## config.mk

```make
export PLATFORM = sky130hd
export DESIGN_NAME = quad_uart_host_bus_select
export DESIGN_NICKNAME = d
export VERILOG_FILES = /design/src/quad_uart_host_bus_select.v
export VERILOG_INCLUDE_DIRS = /design/src /design/src/src
export SDC_FILE = /design/constraint.sdc
export NUM_CORES = 1
export LEC_CHECK = 0
export BUFFER_PORTS_ARGS = -buffer_cell sky130_fd_sc_hd__buf_4
export CORE_MARGIN = 4
export CORE_UTILIZATION = 49
export CTS_CLUSTER_SIZE = 24
export DETAILED_ROUTE_END_ITERATION = 8
export GPL_ROUTABILITY_DRIVEN = 0
export PLACE_DENSITY = 0.74
export SYNTH_ARGS = -nofsm -noshare
export SYNTH_HDL_FRONTEND = slang
export SYNTH_SLANG_ARGS = --single-unit
```

## constraint.sdc

```tcl
create_clock -name ref_clk -period 1.2 [get_ports ref_clk]
set_input_delay 0.06 -clock ref_clk [delete_from_list [all_inputs] [get_ports ref_clk]]
set_output_delay 0.06 -clock ref_clk [all_outputs]
set_load 0.01 [all_outputs]
```

## src/quad_uart_host_bus_select_defines.vh

```
// Constants for the quad UART host bus front end
`ifndef QUAD_UART_HOST_BUS_SELECT_DEFINES_VH
`define QUAD_UART_HOST_BUS_SELECT_DEFINES_VH

// Pin vector layout after the input synchroniser
`define PIN_W        18
`define PIN_DATA_LO  0
`define PIN_DATA_HI  7
`define PIN_ADDR_LO  8
`define PIN_ADDR_HI  10
`define PIN_CSA      11
`define PIN_CSB      12
`define PIN_CSC      13
`define PIN_CSD      14
`define PIN_WR       15
`define PIN_RD       16
`define PIN_STYLE    17

// Idle level of the pins: strobes and selects high, rest low
`define PIN_IDLE     18'h1f800

// Strap level choosing the strobe style; low picks the r/w-line style
`define STYLE_STROBE 1'h1

// Read/write line levels in the r/w-line style
`define RW_READ      1'h1

// Single bit levels
`define BIT_LOW      1'h0
`define BIT_HIGH     1'h1

// Channel indices
`define CHAN_A       2'h0
`define CHAN_B       2'h1
`define CHAN_C       2'h2
`define CHAN_D       2'h3

`define BYTE_ZERO    8'h00
`define ADDR_ZERO    3'h0

`endif

```

## src/quad_uart_host_bus_select.v

```verilog
// Host parallel bus front end of a four channel UART, two bus styles
//
// Operation
// Strobe style: read strobe fall starts read
// Fetched byte driven; host latches on rise
// Read/write-line style ignores read strobe
// Strobe style: write strobe fall begins write
// Write strobe rise stores bus byte
// Other style: write pin is r/w level
// Strobe style: first select picks channel A
// Other style: first select is chip select
// Strobe style: second select picks channel B
// Other style: second select is address 3
// Strobe style: third select picks channel C
// Other style: third select is address 4
// Fourth select picks D, else ignored
// Low address lines pick channel register
// Eight bit data bus, driven on reads
// Address 4,3 give channel index A-D
// Data bus released unless valid read
`timescale 1ns/1ps
`include "quad_uart_host_bus_select_defines.vh"

module quad_uart_host_bus_select (
  input  wire       ref_clk,
  input  wire       resetn,
  input  wire       busStyle,
  input  wire       host_read_strobe_n,
  input  wire       host_write_strobe_n,
  input  wire       chan_a_select_n,
  input  wire       chan_b_select_n,
  input  wire       chan_c_select_n,
  input  wire       chan_d_select_n,
  input  wire [2:0] hostAddr,
  input  wire [7:0] hostDataIn,
  output reg  [7:0] hostDataOut,
  output reg        hostDataOe,
  output reg        regRead,
  output reg        regWrite,
  output reg  [1:0] regChannel,
  output reg  [2:0] regAddr,
  output reg  [7:0] regWriteData,
  input  wire [7:0] regReadData
);

  // ==========================================================
  // Pin synchroniser
  // ==========================================================
  // Three stages; a bit only moves once stages two and three agree,
  // which also filters a single-cycle glitch on the pins.
  // The strap takes the same path; it is meant to be tied, so a
  // change while an access is open is not guarded against.
  wire [`PIN_W-1:0] pinRaw;
  reg  [`PIN_W-1:0] sync1;
  reg  [`PIN_W-1:0] sync2;
  reg  [`PIN_W-1:0] sync3;
  wire [`PIN_W-1:0] pin;

  assign pinRaw = {busStyle, host_read_strobe_n, host_write_strobe_n,
                   chan_d_select_n, chan_c_select_n, chan_b_select_n,
                   chan_a_select_n, hostAddr, hostDataIn};

  always @(posedge ref_clk or negedge resetn) begin
    if (!resetn) begin
      sync1 <= `PIN_IDLE;
      sync2 <= `PIN_IDLE;
      sync3 <= `PIN_IDLE;
    end else begin
      sync1 <= pinRaw;
      sync2 <= sync1;
      sync3 <= sync2;
    end
  end

  // Reset image of the pins, one bit per filter
  localparam [`PIN_W-1:0] PIN_IDLE_V = `PIN_IDLE;

  genvar i;
  generate
    for (i = 0; i < `PIN_W; i = i + 1) begin : gFilter
      reg level;
      always @(posedge ref_clk or negedge resetn) begin
        if (!resetn) begin
          level <= PIN_IDLE_V[i];
        end else if (sync2[i] == sync3[i]) begin
          level <= sync3[i];
        end
      end
      assign pin[i] = level;
    end
  endgenerate

  // ==========================================================
  // Channel decode
  // ==========================================================
  // Returns {selected, index}. Strobe style: lowest active select
  // wins if the host drives more than one.
  function [2:0] chanDecode;
    input       style;
    input [3:0] selN;
    begin
      if (style == `STYLE_STROBE) begin
        if (!selN[0])
          chanDecode = {`BIT_HIGH, `CHAN_A};
        else if (!selN[1])
          chanDecode = {`BIT_HIGH, `CHAN_B};
        else if (!selN[2])
          chanDecode = {`BIT_HIGH, `CHAN_C};
        else if (!selN[3])
          chanDecode = {`BIT_HIGH, `CHAN_D};
        else
          chanDecode = {`BIT_LOW, `CHAN_A};
      end else begin
        // Fourth select plays no part here
        chanDecode = {~selN[0], selN[2], selN[1]};
      end
    end
  endfunction

  wire       style;
  wire [3:0] selN;
  wire [2:0] chanSel;
  wire       selected;
  wire       readReq;
  wire       writeReq;

  assign style    = pin[`PIN_STYLE];
  assign selN     = {pin[`PIN_CSD], pin[`PIN_CSC], pin[`PIN_CSB],
                     pin[`PIN_CSA]};
  assign chanSel  = chanDecode(style, selN);
  assign selected = chanSel[2];

  // Access levels; read strobe unused in r/w-line style
  assign readReq  = (style == `STYLE_STROBE) ?
                    (!pin[`PIN_RD] && selected) :
                    (selected && pin[`PIN_WR] == `RW_READ);
  assign writeReq = (style == `STYLE_STROBE) ?
                    (!pin[`PIN_WR] && selected) :
                    (selected && pin[`PIN_WR] != `RW_READ);

  // ==========================================================
  // Access sequencing
  // ==========================================================
  // Access levels rise and fall once per access; edges found here
  reg        readPrev;
  reg        writePrev;
  reg        readFetch;
  wire       readOpen;
  wire       writeClose;
  wire [2:0] pinAddr;
  wire [7:0] pinData;

  assign readOpen   = readReq && !readPrev;
  assign writeClose = writePrev && !writeReq;
  assign pinAddr    = pin[`PIN_ADDR_HI:`PIN_ADDR_LO];
  assign pinData    = pin[`PIN_DATA_HI:`PIN_DATA_LO];

  // Request history; each access yields exactly one strobe
  always @(posedge ref_clk or negedge resetn) begin
    if (!resetn) begin
      readPrev  <= `BIT_LOW;
      writePrev <= `BIT_LOW;
      readFetch <= `BIT_LOW;
      regRead   <= `BIT_LOW;
      regWrite  <= `BIT_LOW;
    end else begin
      readPrev  <= readReq;
      writePrev <= writeReq;
      regRead   <= readOpen;
      readFetch <= regRead;
      regWrite  <= writeClose;
    end
  end

  // ==========================================================
  // Register target and write byte
  // ==========================================================
  // Read target is latched at read start. A write tracks target and
  // data while open, so the byte stored is the last one seen before
  // the closing edge; the host only holds data up to that edge.
  always @(posedge ref_clk or negedge resetn) begin
    if (!resetn) begin
      regChannel   <= `CHAN_A;
      regAddr      <= `ADDR_ZERO;
      regWriteData <= `BYTE_ZERO;
    end else begin
      if (readOpen || writeReq) begin
        regChannel <= chanSel[1:0];
        regAddr    <= pinAddr;
      end
      if (writeReq) begin
        regWriteData <= pinData;
      end
    end
  end

  // ==========================================================
  // Data bus drive
  // ==========================================================
  // Byte fetched in the strobe cycle; the bus turns on a cycle later
  // so the pads never show a stale byte.
  always @(posedge ref_clk or negedge resetn) begin
    if (!resetn) begin
      hostDataOut <= `BYTE_ZERO;
    end else if (regRead) begin
      hostDataOut <= regReadData;
    end
  end

  // Drive only while a selected read stays open
  always @(posedge ref_clk or negedge resetn) begin
    if (!resetn) begin
      hostDataOe <= `BIT_LOW;
    end else if (!readReq) begin
      hostDataOe <= `BIT_LOW;
    end else if (readFetch) begin
      hostDataOe <= `BIT_HIGH;
    end
  end

endmodule

```

# Word level (Yosys, flattened, before mapping)

Index checks and enable logic that the tools add are counted.

Register bits: 99

Equality and inequality tests: 19
Mux-type cells: 9
Bitwise gates (word level): 2
Reductions and logical operators: 11

Operators with widths:

| cell                 | number |
|---|---|
| $eq A1 B1 Y1         | 18 |
| $mux W3              | 5 |
| $logic_and A1 B1 Y1  | 6 |
| $logic_not A1 Y1     | 4 |
| $mux W1              | 4 |
| $ne A2 B1 Y1 const B | 1 |
| $not A1 Y1           | 2 |
| $logic_or A1 B1 Y1   | 1 |

# Depth between registers and ports, before layout

Word-level depth: 9
Gate-level depth with buffers: 5
Depth with buffers taken out: 4

# Least setup slack after synthesis

Ideal clock, no wire load.

Path type: reg-to-reg
Start: reg gFilter[11].level
End: reg regAddr[0]
Library setup time: 0.125 ns
Arrival time: 1.226 ns
Data required time: 1.075 ns
Setup slack: -0.150 ns
Stages on the path, launching flop included: 4
Buffers on the path: 0
Clock period less this slack: 1.350 ns
Path through: dfstp_2 -> inv_1 -> o221ai_2 -> mux2_2

Word-level cells in the longest chain between the ends: 6
Elaborated cells between the ends (all ways): 11
Classes of those cells: 4 x mux; 1 x bitwise; 6 x reduce/logical

RTL lines:

| item                                         | line                                                             | source |
|---|---|---|
| from (decl)                                  | quad_uart_host_bus_select.v:81                                   | `reg level;` |
| from (signal assigned)                       | quad_uart_host_bus_select.v:84                                   | `level <= PIN_IDLE_V[i];` |
| from (signal assigned)                       | quad_uart_host_bus_select.v:86                                   | `level <= sync3[i];` |
| $mux W3 / $not A1 Y1 (equally long branches) | quad_uart_host_bus_select.v:103, quad_uart_host_bus_select.v:115 |  |
| $mux W3 *                                    | quad_uart_host_bus_select.v:102                                  | `` if (style == `STYLE_STROBE) begin `` |
| $logic_and A1 B1 Y1 (on tied branches)       | -                                                                |  |
| $mux W1                                      | quad_uart_host_bus_select.v:134                                  | `` assign readReq = (style == `STYLE_STROBE) ? `` |
| $logic_and A1 B1 Y1                          | quad_uart_host_bus_select.v:153                                  | `assign readOpen = readReq && !readPrev;` |
| $logic_or A1 B1 Y1 *                         | quad_uart_host_bus_select.v:187                                  | `if (readOpen \|\| writeReq) begin` |
| to (signal assigned)                         | quad_uart_host_bus_select.v:184                                  | `` regAddr <= `ADDR_ZERO; `` |
| to (signal assigned)                         | quad_uart_host_bus_select.v:189                                  | `regAddr <= pinAddr;` |
| to (decl)                                    | quad_uart_host_bus_select.v:41                                   | `output reg [2:0] regAddr,` |

Every way passes the cells marked *; elsewhere a longest branch is shown, timed or not.
A chain may end at the register's enable or synchronous reset.

# Worst setup path in the final report

Start: reg gFilter[11].level
End: reg regAddr[2]

Same word-level chain as after synthesis.

==> qor.yml <==
ios: 52
rrSetupSlack_ns: -0.22
cts-buffers-inserted: 9
fin_tns_setup_ns: -2.79
synth_edf_count: 0
end_kind: "flop"
pwr-share-comb: 0.179
start_util: 0.515
place_hpwl_mm: 3.24
die_h_um: 87.6
maxSlewViolCount: 0
antenna_cells: 0
fp.dieW_um: 87.6
synth_adder_area_share: 0.0581
port_buffers: 51
cp.required_ns: 1.43
netlist_area_sq_mm: 0.00310
critPathArrivalTime_ns: 1.66
crit_start: "gFilter[11].level$_DFFE_PN1N_"
fmax_mhz: 702
finalHoldViolCount: 0
ff2ff_path_depth: 3
route.detailed.drc: 0
violations: "negative setup slack"
synthCells: 162
rr_startpoint: "gFilter[11].level$_DFFE_PN1N_"
syn_nets: 190
synth-simple-area-share: 0.0226
cap_violations: 0
grt_pass1_vias: 1751
dieArea_sq_mm: 0.00767
min_path_type: "input pin to asynchronous set/reset pin"
setup_ws_ns: -0.225
fillCellCount: 383
cts_tree: "built"
avgViaCountPerCell: 4.74
status: "finished with violations"
overflow: 0
powerDensity_mw_per_mm2: 1760
core_sq_mm: 0.00603
yosys.area.top_type: "dfrtp_1"
insertion_delay_ns: 0.35
vias: 1618
worst_pin_slew_ns: 0.379
clkTransAtPathRegs_ns: 0.09
ys_warn_count: 0
ctsLongestPathBuffers: 2
ys.flop_type: "dfrtp_1"
fin_skew_ns: 0.0101
vdd_ir_drop_max_v: 0.000886
synth_common_cells: "dfrtp_1 (75), dfstp_2 (24), maj3_1 (18)"
drive_gt1_frac: 0.485
setup.worst_path.class: "flop to flop"
syn_area_per_cell_sq_um: 19.2
yosysMostFrequentCell: "dfrtp_1"
finalWirelength_mm: 5.06
final_nets: 289
cts_num_sinks: 99
min_period_over_period: 1.19
dr.first_iter.drc_count: 64
cts_root_buf: "clkbuf_8"
antenna_left: 0
synthMuxAreaShare: 0.0855
synth_compound_area_frac: 0.0173
path_max_fanout: 6
grt_setup_unrepaired: "true"
wire_per_inst_um: 14.8
dr.pass1.iters: 4
synth_top_family_by_area: "multiplexers"
setup_viol: 18
netlist.area_leader.share: 0.605
syn_to_final_growth_pct: 34.1
net-switching-power_mw: 1.84
pwr-share-clk: 0.267
p_sw_frac: 0.252
grt_usage: 0.154
yosysSeqAreaShare: 0.808
start_kind: "flop"
rows: 28
place_ws_ns: -0.226
cts_setup_buffers: 0
grt_max_degree: 30
antenna_found_initial: 0
p_int_mw: 5.47
synth-xor-area-share: 0
slew_headroom: 0.747
period_minus_slack_ns: 1.42
power_leakage_nw: 1.87
p_seq_frac: 0.554
synthTopCellsByArea: "dfrtp_1 (60%), dfstp_2 (20%), maj3_1 (5.8%)"
ys_async_sr_fraction: 1.00
ys_ff_latch: 99
grt_pass1_wl_mm: 8.78
htree_levels: 3
yosysUniqueCellTypes: 21
worst_r2r_endpoint: "regAddr[2]$_DFFE_PN0P_"
==> cells in the final DEF (no fill, tap or decap), types with 8 or more instances in the layout <==
master         synthesis  final
mux2_2                12     12
clkbuf_8               0     11
mux2_4                 8      8
dfrtp_1               75     73
maj3_1                18     18
dlygate4sd3_1          0     27
dfstp_2               24     24
buf_4                  1     59
==> cells by family (layout without fill, tap and decap cells) <==
group / after synthesis / count (layout)
adder cells (fa/ha/maj): 18 / 18
flip-flops: 99 / 99
AND/OR/NAND/NOR: 11 / 11
multiplexers: 21 / 21
buffers and inverters: 6 / 110
AO/OA/AOI/OAI: 7 / 7
==> final cells by class <==
cell class,count,area [sq um],area share
Inverter,4,15.0,0.00361
Timing Repair Buffer,90,785,0.189
Multi-Input combinational cell,57,569,0.137
Tap cell,75,93.8,0.0226
Sequential cell,99,2510,0.603
Clock buffer,12,155,0.0373
Clock inverter,4,32.5,0.00782
==> how the worst max path moves through the flow <==
stage	end	slack, ns
floorplan	regAddr[0]$_DFFE_PN0P_	-0.15
CTS	regAddr[2]$_DFFE_PN0P_	-0.23
global route	regAddr[1]$_DFFE_PN0P_	-0.30
detailed placement	regWriteData[1]$_DFFE_PN0P_	-0.23
finish	regAddr[2]$_DFFE_PN0P_	-0.22
global placement	regChannel[1]$_DFFE_PN0P_	-0.20
==> stage by stage <==
stage | utilization | hold slack (ns) | std cells | power (mW) | area, sq um
finish | 0.690 | 0.166 | 341 | 7.31 | 4160
global route | 0.690 | 0.177 | 341 | 7.69 | 4160
CTS | 0.690 | 0.155 | 341 | 7.38 | 4160
detailed placement | 0.613 | 0.00962 | 298 | 5.35 | 3700
global placement | 0.613 | 0.00338 | 298 | 5.30 | 3700
floorplan | - | -0.236 | 162 | 4.62 | 3100
==> what timing repair did <==
item,CTS,global route
setup endpoints to repair,19,18
endpoints found under the hold margin,114,0
hold buffers,27,0
gates cloned,0,0
gates resized for setup,2,1
==> power by group through the flow <==
stage                     combinational (mW)  clock (mW)  sequential [mW]
final                                   1.31        1.95             4.05
after global routing                    1.41        2.17             4.11
after CTS                               1.32        2.01             4.04
after detailed placement                1.25           0             4.10
after floorplan                        0.452           0             4.17
after global placement                  1.21           0             4.09
==> per-layer routing <==
metal | part of all wire | vias to the layer above | GRT usage
met4 | 0.033 | 0 | 0.0809
met1 | 0.42 | 829 | 0.205
li1 | - | 747 | -
met3 | 0.035 | 14 | 0.0405
met2 | 0.51 | 28 | 0.235
met5 | 0 | - | 0
==> state kept, by name, summed over array words and instances (netlist names), 2 cells and up <==
signal / count
regWriteData: 8
sync1: 18
gFilter.level: 18
hostDataOut: 8
sync2: 18
sync3: 18
regAddr: 3
regChannel: 2
==> worst max-delay path, cell delays in order (launching register included) <==
cell      delay, ns
dfstp_2        0.56
inv_1          0.07
o221ai_2       0.31
mux2_2         0.38
Note: power is estimated with default switching activity, not from simulation.
